### src/include/pps_pkg.sv
// constants and types for the point-of-load protection and sequencing block
// assumes a 200 MHz ref_clk and sampled measurements arriving as plain unsigned codes
package pps_pkg;
  // apb map, byte addresses
  localparam logic [11:0] ADDR_CTRL = 12'h000;
  localparam logic [11:0] ADDR_THR = 12'h004;
  localparam logic [11:0] ADDR_SEQ = 12'h008;
  localparam logic [11:0] ADDR_STAT = 12'h00c;
  localparam logic [11:0] ADDR_CLR = 12'h010;
  // ctrl fields
  localparam int CTRL_EN = 0;
  localparam int CTRL_TRKEN = 1;
  localparam int CTRL_LATCH = 2; // 5 bits: oc, ov, uv, ot, trk
  localparam int CTRL_PGLO = 7;
  localparam int CTRL_PHASE = 8; // 5 bits
  localparam logic [31:0] CTRL_RST = 32'h0000_0000;
  // thr fields
  localparam int THR_OC = 0; // 4 bits, 0..10
  localparam int THR_OV = 4; // 2 bits, 0..2
  localparam int THR_UV = 6; // 2 bits, 0..3
  localparam logic [31:0] THR_RST = 32'h0000_002a;
  // seq fields
  localparam int SEQ_TON = 0;   // 8 bits
  localparam int SEQ_TOFF = 8;  // 6 bits
  localparam int SEQ_RUP = 16;  // 3 bits
  localparam int SEQ_RDN = 20;  // 3 bits
  localparam logic [31:0] SEQ_RST = 32'h0000_0000;
  // measurement scaling: voltage in mV, current in percent of rated, temp in C
  localparam logic [15:0] OVP_FLOOR_MV = 16'h03e8;
  localparam logic [15:0] TRK_WIN_MV = 16'h00fa;
  localparam logic [7:0] OT_OFF_C = 8'h78;
  localparam logic [7:0] OT_ON_C = 8'h6e;
  localparam logic [7:0] OTW_HYST_C = 8'h03;
  localparam logic [7:0] OC_MAX_STEP = 8'h0a;
  localparam logic [7:0] PG_HI_PCT = 8'h6e;
  // timing
  localparam int CLK_MHZ = 200;
  localparam int FILT_US = 6;
  localparam int FILT_CYC = FILT_US * CLK_MHZ;
  localparam int OT_MS = 2;
  localparam int MS_CYC = 1000 * CLK_MHZ;
  localparam int RETRY_MS = 130;
  localparam int FILT_W = 11;
  typedef enum logic [1:0] {F_OC, F_OV, F_UV, F_OT} pps_fault_t;
  typedef enum {S_OFF, S_DLYON, S_RAMPUP, S_ON, S_DLYOFF, S_RAMPDN, S_FAULT} pps_state_t;
endpackage

### src/logic/pps_filter.sv
// delay filter: output follows input once input held steady for a fixed count
// assumes inputs are synchronous to ref_clk
`timescale 1ns/10ps
module pps_filter import pps_pkg::*; #(
  parameter int CNT = FILT_CYC
) (
  input wire logic ref_clk, // clock
  input wire logic arst_n,  // async reset
  input wire logic rawIn,   // raw comparator level
  output logic filtOut      // filtered level
);
  logic [23:0] cnt_r;
  wire diff = rawIn != filtOut;
  always_ff @(posedge ref_clk or negedge arst_n) begin
    if (!arst_n) begin
      cnt_r <= 24'h0;
      filtOut <= 1'b0;
    end else if (!diff) begin
      cnt_r <= 24'h0;
    end else if (cnt_r == 24'(CNT - 1)) begin
      cnt_r <= 24'h0;
      filtOut <= rawIn;
    end else begin
      cnt_r <= cnt_r + 24'h1;
    end
  end
endmodule

### src/logic/pps_top.sv
// protection, power good and sequencing core with an apb register file
// assumes vout/iout/temp samples arrive each cycle, synchronous to ref_clk
`timescale 1ns/10ps
module pps_top import pps_pkg::*; #(
  parameter int MS_CNT = MS_CYC
) (
  input wire logic ref_clk,        // 200 MHz clock
  input wire logic arst_n,         // async reset, active low
  input wire logic psel,           // apb select
  input wire logic penable,        // apb enable
  input wire logic pwrite,         // apb write
  input wire logic [11:0] paddr,   // apb address
  input wire logic [31:0] pwdata,  // apb write data
  output logic [31:0] prdata,      // apb read data
  output logic pready,             // apb ready
  output logic pslverr,            // apb error
  input wire logic [15:0] voutMv,  // sampled output voltage, mV
  input wire logic [15:0] vsetMv,  // voltage setpoint, mV
  input wire logic [15:0] vrefMv,  // ramp reference, mV
  input wire logic [7:0] ioutPct,  // output current, percent of rated
  input wire logic [7:0] tempC,    // controller temperature, C
  output logic outputOn,           // converter enable command
  output logic rampUp,             // reference rising
  output logic rampDown,           // reference falling
  output logic [2:0] rampRate,     // selected ramp rate code
  output logic [4:0] phaseCode,    // phase offset, 11.25 degree units
  output logic power_good_output,  // power good level
  output logic otWarn              // overtemperature warning
);
  logic [31:0] ctrl_r, thr_r, seq_r;
  logic [4:0] flt_r;
  logic otWarnRaw_r;
  pps_state_t st_r;
  logic [27:0] msCnt_r;
  logic [7:0] msLeft_r;
  logic [11:0] ms2_r;

  // apb slave, zero wait states
  wire apbAcc = psel & penable;
  wire wrCtrl = apbAcc & pwrite & (paddr == ADDR_CTRL);
  wire wrThr = apbAcc & pwrite & (paddr == ADDR_THR);
  wire wrSeq = apbAcc & pwrite & (paddr == ADDR_SEQ);
  wire wrClr = apbAcc & pwrite & (paddr == ADDR_CLR);
  wire mapped = paddr == ADDR_CTRL || paddr == ADDR_THR || paddr == ADDR_SEQ ||
    paddr == ADDR_STAT || paddr == ADDR_CLR;
  assign pready = 1'b1;
  assign pslverr = apbAcc & ~mapped;
  wire [31:0] statWord = {22'h0, 4'(st_r), otWarn, flt_r};
  assign prdata = (paddr == ADDR_CTRL) ? ctrl_r : (paddr == ADDR_THR) ? thr_r :
    (paddr == ADDR_SEQ) ? seq_r : (paddr == ADDR_STAT) ? statWord : 32'h0;

  // thresholds
  wire [3:0] ocSel = thr_r[THR_OC +: 4];
  wire [7:0] ocStep = (8'(ocSel) > OC_MAX_STEP) ? OC_MAX_STEP : 8'(ocSel);
  wire [7:0] ocPct = 8'd40 + 8'(ocStep * 8'd10);
  wire [1:0] ovSel = (thr_r[THR_OV +: 2] > 2'd2) ? 2'd2 : thr_r[THR_OV +: 2];
  wire [7:0] ovPct = 8'd110 + 8'(ovSel * 8'd10);
  wire [7:0] uvPct = 8'd75 + 8'(thr_r[THR_UV +: 2] * 8'd5);
  wire [7:0] pgLoPct = ctrl_r[CTRL_PGLO] ? 8'd95 : 8'd90;
  wire [23:0] vset100 = 24'(vsetMv);
  wire [23:0] vout100 = 24'(voutMv) * 24'd100;
  wire [23:0] ovRaw = vset100 * 24'(ovPct);
  wire [23:0] ovFloor = 24'(OVP_FLOOR_MV) * 24'd100;
  wire [23:0] ovLim = (ovRaw < ovFloor) ? ovFloor : ovRaw;
  wire running = st_r == S_RAMPUP || st_r == S_ON;
  wire ovRaw_c = running & (vout100 > ovLim);
  wire uvRaw_c = (st_r == S_ON) & (vout100 < vset100 * 24'(uvPct));
  wire ocRaw_c = running & (ioutPct > ocPct);
  wire [15:0] dv = (voutMv > vrefMv) ? voutMv - vrefMv : vrefMv - voutMv;
  wire trkRaw_c = ctrl_r[CTRL_TRKEN] & (st_r == S_RAMPUP) & (dv > TRK_WIN_MV);
  wire otHot = tempC >= OT_OFF_C;
  wire pgRaw_c = (vout100 >= vset100 * 24'(pgLoPct)) &
    (vout100 <= vset100 * 24'(PG_HI_PCT));
  wire otwRaw_c = otWarnRaw_r;

  always_ff @(posedge ref_clk or negedge arst_n) begin
    if (!arst_n) otWarnRaw_r <= 1'b0;
    else if (tempC >= OT_OFF_C) otWarnRaw_r <= 1'b1;
    else if (tempC <= OT_OFF_C - OTW_HYST_C) otWarnRaw_r <= 1'b0;
  end

  logic ovF, uvF, ocF, trkF;
  pps_filter u_ov (.ref_clk(ref_clk), .arst_n(arst_n), .rawIn(ovRaw_c), .filtOut(ovF));
  pps_filter u_uv (.ref_clk(ref_clk), .arst_n(arst_n), .rawIn(uvRaw_c), .filtOut(uvF));
  pps_filter u_oc (.ref_clk(ref_clk), .arst_n(arst_n), .rawIn(ocRaw_c), .filtOut(ocF));
  pps_filter u_tk (.ref_clk(ref_clk), .arst_n(arst_n), .rawIn(trkRaw_c), .filtOut(trkF));
  pps_filter u_pg (.ref_clk(ref_clk), .arst_n(arst_n), .rawIn(pgRaw_c),
    .filtOut(power_good_output));
  pps_filter u_ow (.ref_clk(ref_clk), .arst_n(arst_n), .rawIn(otwRaw_c),
    .filtOut(otWarn));

  // millisecond tick and 2 ms overtemperature qualifier
  wire msTick = msCnt_r == 28'(MS_CNT - 1);
  wire otF = ms2_r == 12'(OT_MS);
  always_ff @(posedge ref_clk or negedge arst_n) begin
    if (!arst_n) msCnt_r <= 28'h0;
    else msCnt_r <= msTick ? 28'h0 : msCnt_r + 28'h1;
  end
  always_ff @(posedge ref_clk or negedge arst_n) begin
    if (!arst_n) ms2_r <= 12'h0;
    else if (!otHot || !running) ms2_r <= 12'h0;
    else if (msTick && !otF) ms2_r <= ms2_r + 12'h1;
  end

  // fault capture; set wins over a software clear
  wire [4:0] newFlt = {trkF, otF, uvF, ovF, ocF};
  wire anyNew = |newFlt & running;
  wire latchHit = |(newFlt & ctrl_r[CTRL_LATCH +: 5]);
  always_ff @(posedge ref_clk or negedge arst_n) begin
    if (!arst_n) flt_r <= 5'h0;
    else flt_r <= (flt_r & ~(wrClr ? pwdata[4:0] : 5'h0)) | (running ? newFlt : 5'h0);
  end

  // registers
  always_ff @(posedge ref_clk or negedge arst_n) begin
    if (!arst_n) begin
      ctrl_r <= CTRL_RST;
      thr_r <= THR_RST;
      seq_r <= SEQ_RST;
    end else begin
      if (wrCtrl) ctrl_r <= {19'h0, pwdata[12:0]};
      if (wrThr) thr_r <= {24'h0, pwdata[7:0]};
      if (wrSeq) seq_r <= {9'h0, pwdata[22:20], 1'b0, pwdata[18:16], 2'h0, pwdata[13:0]};
    end
  end

  // sequencer
  logic latched_r;
  wire [15:0] dn = 16'd20;
  always_ff @(posedge ref_clk or negedge arst_n) begin
    if (!arst_n) begin
      st_r <= S_OFF;
      msLeft_r <= 8'h0;
      latched_r <= 1'b0;
    end else begin
      if (wrClr && pwdata[8]) latched_r <= 1'b0;
      unique case (st_r)
        S_OFF: if (ctrl_r[CTRL_EN] && !latched_r && tempC <= OT_ON_C) begin
          st_r <= S_DLYON;
          msLeft_r <= seq_r[SEQ_TON +: 8];
        end
        S_DLYON: if (!ctrl_r[CTRL_EN]) st_r <= S_OFF;
          else if (msLeft_r == 8'h0) st_r <= S_RAMPUP;
          else if (msTick) msLeft_r <= msLeft_r - 8'h1;
        S_RAMPUP, S_ON: if (anyNew) begin
            st_r <= S_FAULT;
            msLeft_r <= 8'(RETRY_MS);
            if (latchHit) latched_r <= 1'b1;
          end else if (!ctrl_r[CTRL_EN]) begin
            st_r <= S_DLYOFF;
            msLeft_r <= {2'h0, seq_r[SEQ_TOFF +: 6]};
          end else if (st_r == S_RAMPUP && vrefMv >= vsetMv) st_r <= S_ON;
        S_DLYOFF: if (msLeft_r == 8'h0) st_r <= S_RAMPDN;
          else if (msTick) msLeft_r <= msLeft_r - 8'h1;
        S_RAMPDN: if (vrefMv < dn) st_r <= S_OFF;
        S_FAULT: if (latched_r) st_r <= S_OFF;
          else if (msLeft_r == 8'h0) st_r <= S_OFF;
          else if (msTick) msLeft_r <= msLeft_r - 8'h1;
      endcase
    end
  end

  always_ff @(posedge ref_clk or negedge arst_n) begin
    if (!arst_n) begin
      outputOn <= 1'b0;
      rampUp <= 1'b0;
      rampDown <= 1'b0;
      rampRate <= 3'h0;
      phaseCode <= 5'h0;
    end else begin
      outputOn <= st_r == S_RAMPUP || st_r == S_ON || st_r == S_DLYOFF || st_r == S_RAMPDN;
      rampUp <= st_r == S_RAMPUP;
      rampDown <= st_r == S_RAMPDN;
      rampRate <= (st_r == S_RAMPDN) ? seq_r[SEQ_RDN +: 3] : seq_r[SEQ_RUP +: 3];
      phaseCode <= ctrl_r[CTRL_PHASE +: 5];
    end
  end
endmodule

### config.mk
export PLATFORM = sky130hd
export DESIGN_NAME = pps_top
export DESIGN_NICKNAME = d
export VERILOG_FILES = /design/src/include/pps_pkg.sv /design/src/logic/pps_filter.sv /design/src/logic/pps_top.sv
export SDC_FILE = /design/constraint.sdc
export NUM_CORES = 2
export LEC_CHECK = 0
export CAP_MARGIN = 0
export CORE_ASPECT_RATIO = 0.75
export CORE_UTILIZATION = 61
export CTS_CLUSTER_SIZE = 10
export DETAILED_ROUTE_END_ITERATION = 7
export DONT_BUFFER_PORTS = 1
export GPL_TIMING_DRIVEN = 0
export PLACE_DENSITY = 0.87
export REMOVE_ABC_BUFFERS = 1
export SLEW_MARGIN = 40
export SYNTH_ARGS = -nofsm -noshare
export SYNTH_HDL_FRONTEND = slang
export SYNTH_SLANG_ARGS = --single-unit
### constraint.sdc
create_clock -name ref_clk -period 9.8 [get_ports ref_clk]
set_input_delay 0.49 -clock ref_clk [delete_from_list [all_inputs] [get_ports ref_clk]]
set_output_delay 0.49 -clock ref_clk [all_outputs]
set_load 0.01 [all_outputs]
# After elaboration in Yosys (flattened, before gate mapping)
# Index checks and enable logic that the tools add are counted.
# word_totals
regBits,289
wordCells,206
# op_classes
addsub,14
mul,8
n_lt_le_gt_ge,15
eq_ne,37
mux,52
n_bitwise,19
reduce_logical,34
# ops
op,n
32-bit 2-to-1 mux,10
24-bit 2-to-1 mux,13
32-bit case mux with 6 select lines,1
"32-bit by 3-bit == test with 1-bit output, second input constant",5
"24-bit by 1-bit adder with 24-bit output, second input constant",6
"24-bit by 11-bit == test with 1-bit output, second input constant",6
23-bit 2-to-1 mux,3
"32-bit by 2-bit == test with 1-bit output, second input constant",2
"32-bit by 4-bit == test with 1-bit output, second input constant",2
8-bit 2-to-1 mux,7
16-bit by 8-bit multiplier with 24-bit output,2
8-bit case mux with 5 select lines,1
"32-bit by 1-bit == test with 1-bit output, second input constant",1
32-bit logical NOT,1
16-bit subtractor,2
"28-bit by 1-bit adder with 28-bit output, second input constant",1
"28-bit by 18-bit == test with 1-bit output, second input constant",1
28-bit 2-to-1 mux,1
"12-bit by 4-bit == test with 1-bit output, second input constant",2
23-bit by 24-bit > comparator with 1-bit output,1
23-bit by 24-bit < comparator with 1-bit output,1
"24-bit by 17-bit < comparator with 1-bit output, second input constant",1
12-bit 2-to-1 mux,2
23-bit >= comparator,1
other kinds (51),106

# Longest topological paths before layout
# logic_depth
word_depth,11
mapped_depth,35

# Modules after synthesis
# Synthesis repeated with hierarchy kept, for this count alone.
# unflattened
hier_cells,3330
hier_area_um2,30305.3
# modules_own_cells
mod,instances,cells_each,area_per_inst_um2,seq_area_each_um2
pps_top,1,2514,22325.2,2756.4
pps_filter,6,136,1330.0,625.6

# Worst setup path before layout
# Ideal clock, no wire load.
# synth_path
kind,reg2reg
from,register thr_r[5]
to,register u_ov.cnt_r[10]
setup_ps,121
arrival_ps,8408
setup_slack_ps,1271
path_stages_with_launch,33
path_buffers,5
cell_sequence,dfstp_2 clkbuf_1 clkbuf_1 buf_1 nor2_1 fa_1 fa_1 fa_1 inv_1 fa_1 inv_1 ha_1 a21o_1 a211oi_1 o211ai_1 a2111oi_0 nor2_1 xnor2_1 or4_1 or3_1 clkbuf_1 nor2b_1 ha_1 nand3_1 nor3_1 o21ai_0 a21oi_1 o31ai_1 a211oi_1 a21boi_0 nor4_4 buf_2 nor2_1
# synth_via
elab_chain_cells,11
# synth_rtl
element,line,text
"start, declared",pps_top.sv:30,"logic [31:0] ctrl_r, thr_r, seq_r;"
"start signal, assigned",pps_top.sv:122,"if (wrThr) thr_r <= {24'h0, pwdata[7:0]};"
2-bit > comparator,pps_top.sv:56,wire [1:0] ovSel = (thr_r[THR_OV +: 2] > 2'd2) ? 2'd2 : thr_r[THR_OV +: 2];
2-bit 2-to-1 mux *,pps_top.sv:56,
2-bit by 3-bit multiplier with 5-bit output *,pps_top.sv:57,wire [7:0] ovPct = 8'd110 + 8'(ovSel * 8'd10);
7-bit by 6-bit adder with 8-bit output *,pps_top.sv:57,
16-bit by 8-bit multiplier with 24-bit output *,pps_top.sv:62,wire [23:0] ovRaw = vset100 * 24'(ovPct);
24-bit by 17-bit < comparator with 1-bit output,pps_top.sv:64,wire [23:0] ovLim = (ovRaw < ovFloor) ? ovFloor : ovRaw;
24-bit 2-to-1 mux *,pps_top.sv:64,
23-bit by 24-bit > comparator with 1-bit output *,pps_top.sv:66,wire ovRaw_c = running & (vout100 > ovLim);
1-bit bitwise AND *,pps_top.sv:66,
1-bit inequality test *,pps_filter.sv:13,wire diff = rawIn != filtOut;
24-bit 2-to-1 mux *,pps_filter.sv:18,end else if (!diff) begin
"end signal, assigned",pps_filter.sv:24,cnt_r <= cnt_r + 24'h1;
"end, declared",pps_filter.sv:12,logic [23:0] cnt_r;
# Every way passes the cells marked *; elsewhere a longest branch is shown, timed or not.
# A chain may end at the register's enable or synchronous reset.

# Worst setup path after layout
# layout_path
from,register thr_r[5]
to,register u_ov.cnt_r[7]
# The elaborated chain is that of the path after synthesis.

==> flow_summary.yaml <==
sta:
  tightestPinTransition_ps: 886
  fin_crit_sh_pct: 95.3
  worst_clock_skew_ps: 13.2
  slew_viol_final: 0
  tns_ps: 0
  min_period_ps: 9330
  fin_hold_ws_ps: 62.8
  rsz0062_at_grt: "no"
  final-hold-violation-count: 0
  max_freq_ghz: 0.107
  setup_viol: 0
  max-slew-margin-rel_pct: 40.1
yosys:
  synth_edf_count: 0
  synthXorXnorAreaFrac_pct: 7.55
  ys_ff_latch: 260
  synthAdderAreaFrac_pct: 32.2
  synth_top_flop_cell: "dfrtp_1"
  synth_top_family_by_area: "adder cells"
  synth_area_um2: 29900
  syn_area_per_cell_um2: 9.01
  ys_types: 82
  ys_seq_area_share_pct: 21.8
  synth_mux_area_share_pct: 2.91
  syn_inst: 3321
  synthSimpleGateAreaFrac_pct: 17.9
  synth_compound_area_share_pct: 10.8
  synth-warning-count: 0
  ys_async_sr_fraction_pct: 100
power_and_ir_drop:
  p_seq_share_pct: 20.4
  combPwrFrac_pct: 64.7
  total_power_mw: 6.39
  sw_frac_of_total_pct: 46.3
  switchingPower_mw: 2.96
  p_int_mw: 3.44
  pwr-share-clk_pct: 14.9
  ir_worst_vdd_mv: 0.174
  leakage_nw: 15.8
  power_density_nw_per_um2: 203
run_status:
  status: "finished, final reports clean"
finish:
  num_antenna_cells: 0
  synthToLayoutAreaGrowth_pct: 5.12
  final_area_um2: 31500
  drive_above_1_share_pct: 5.16
  nNetsFinal: 4037
  fin_cells: 3935
routing:
  met3_length_um: 6030
  drt-pass1-iter-count: 6
  postRouteAntennaNets: 0
  routed_via_density: 6.02
  top_layer_used: "met5"
  wl_met1_um: 32900
  post-route-drc-count: 0
  avgRoutedWirePerCell_um: 18.6
  dr_total_vias: 23700
  initialDrtViolationCount: 2192
  dr_wl_met2_um: 32200
  wl_um: 73200
worst_setup_path:
  path_class: "flop to flop"
  worst_path_dominant_cell_family: "simple AND/OR/NAND/NOR gates"
  cp_num_buf_inv: 5
  worstPathRequired_ps: 10240
  crit_slowest_cell: "dfstp_4"
  start_kind: "flop"
  crit_fanout: 30
  cpPeakStageDelay_ps: 840
  end_kind: "flop"
  worstPathArrival_ps: 9770
min_path:
  hold_path.class: "input port to flop"
placed_design:
  post-place-cells: 3888
  dpl.hpwl_um: 56000
  gp_congestion: 0.951
  placed_cell_area_um2: 30500
  port_buffers: 0
cts:
  h-tree-depth: 1
  clkTransAtPathRegs_ps: 60
  cts_inserted_buffers: 29
  ctsRootBufferMaster: "clkbuf_16"
  cts_buffer_depth: 3
  tritoncts: "yes"
  clock_sinks: 260
  clock_latency_ps: 550
die:
  die_h_um: 194
  dieArea_um2: 50000
  die_x_um: 258
  start_util_pct: 62.5
  rows: 69
  core_um2: 47900
  io-pin-count: 160
global_route:
  grt_util_all_layers_pct: 29.2
  grt_start_max_net_pins: 261
  grt.overflow.total: 0
  grt_pass1_wl_um: 119000
  antenna_found_initial: 2
  grt_pass1_vias: 23400
job:
  max-cap-violations: 0
## layout by cell type, fill, tap and decap left out, types with 14 or more instances in the layout
cell,instances
or3_1,28
mux2_2,47
and2_1,71
inv_1,427
fa_1,219
nand4_1,50
o21ai_0,90
xnor2_1,111
mux2i_1,14
a21oi_1,154
nor2_1,297
o21a_1,22
xor2_1,136
nor2b_1,35
o211ai_1,15
a21o_1,75
nor4_1,29
nand2_1,233
nand3_1,106
nor3_1,46
conb_1,14
clkbuf_16,29
dfrtp_1,256
nand2b_1,39
a211oi_1,19
a31oi_1,18
and3_1,58
ha_1,420
## logic make-up after synthesis
group,count (synthesis)
compound gates,499
buf+inv,521
simple gates,1073
fa+ha+maj,639
other cells,2
xor+xnor,257
flops,260
mux,70
## path summary, 6_finish.rpt
kind,cells past startpoint,slack [ps],end,start
worst max-delay path,31,470,u_ov.cnt_r[7],thr_r[5]
worst min-delay path,2,60,thr_r[3],pwdata[3]
worst max register to register,31,470,u_ov.cnt_r[7],thr_r[5]
worst min register to register,0,400,phaseCode[3],ctrl_r[11]
max in group asynchronous,4,8070,u_pg.cnt_r[15],arst_n
min in group asynchronous,2,420,u_ow.cnt_r[7],arst_n
## layer usage
metal	up-vias	GRT usage [%]
met1	11500	42.3
met5	-	0
li1	11100	-
met2	915	45.0
met3	168	6.17
met4	4	6.11
## synth_stat cells (all sizes together), types with 15 or more instances
master,number,area (um2)
nand3,106,531
nor2b,35,219
o211ai,15,113
a31oi,18,113
or3,29,186
xnor2,120,1060
o21ai,92,464
fa,219,4380
a21o,75,563
nand2,233,875
mux2,47,529
nor4,32,221
inv,427,1600
a211oi,21,170
a21oi,155,776
nand2b,40,250
dfrtp,257,6430
clkbuf,61,229
nand4,50,313
buf,33,221
xor2,137,1200
and2,72,452
o21a,22,165
nor3,57,335
and3,58,363
nor2,307,1170
ha,420,5260
## stage by stage
step | setup WS [ps] | utilization (%)
2_1_floorplan | 1260 | -
3_3_place_gp | -246 | 63.3
3_5_place_dp | 383 | 63.7
4_1_cts | 334 | 65.4
5_1_grt | 34.5 | 65.7
6_report | 465 | 65.7
## layout make-up
cell class / instances / area [um2]
Clock buffer: 41 / 771
Clock inverter: 1 / 8.76
Fill cell: 3637 / 16500
Inverter: 427 / 1600
Multi-Input combinational cell: 2552 / 21600
Sequential cell: 260 / 6520
Tap cell: 639 / 800
Timing Repair Buffer: 15 / 195
## registers in the layout (all words and copies together) (netlist names), 5 cells and up
signal      cells
phaseCode       5
u_pg.cnt_r     24
ctrl_r         13
u_uv.cnt_r     24
u_oc.cnt_r     24
flt_r           5
thr_r           8
u_tk.cnt_r     24
u_ow.cnt_r     24
msCnt_r        28
seq_r          20
u_ov.cnt_r     24
msLeft_r        8
ms2_r          12
## power by group through the flow
stage / combinational, mW / sequential [mW] / clock, mW
after floorplan: 3.05 / 1.28 / 0
after global placement: 3.76 / 1.31 / 0
after detailed placement: 3.96 / 1.31 / 0
after CTS: 4.03 / 1.30 / 0.966
after global routing: 4.63 / 1.31 / 1.02
final: 4.14 / 1.30 / 0.955
## repair_timing
item                                    in CTS  in global routing
buffers inserted                             0                  1
endpoints found under the setup margin       0                 24
resized for setup                            0                  2
hold buffers                                 1                  1
hold endpoints to repair                   260                 31
(Power assumes the default switching activity.)
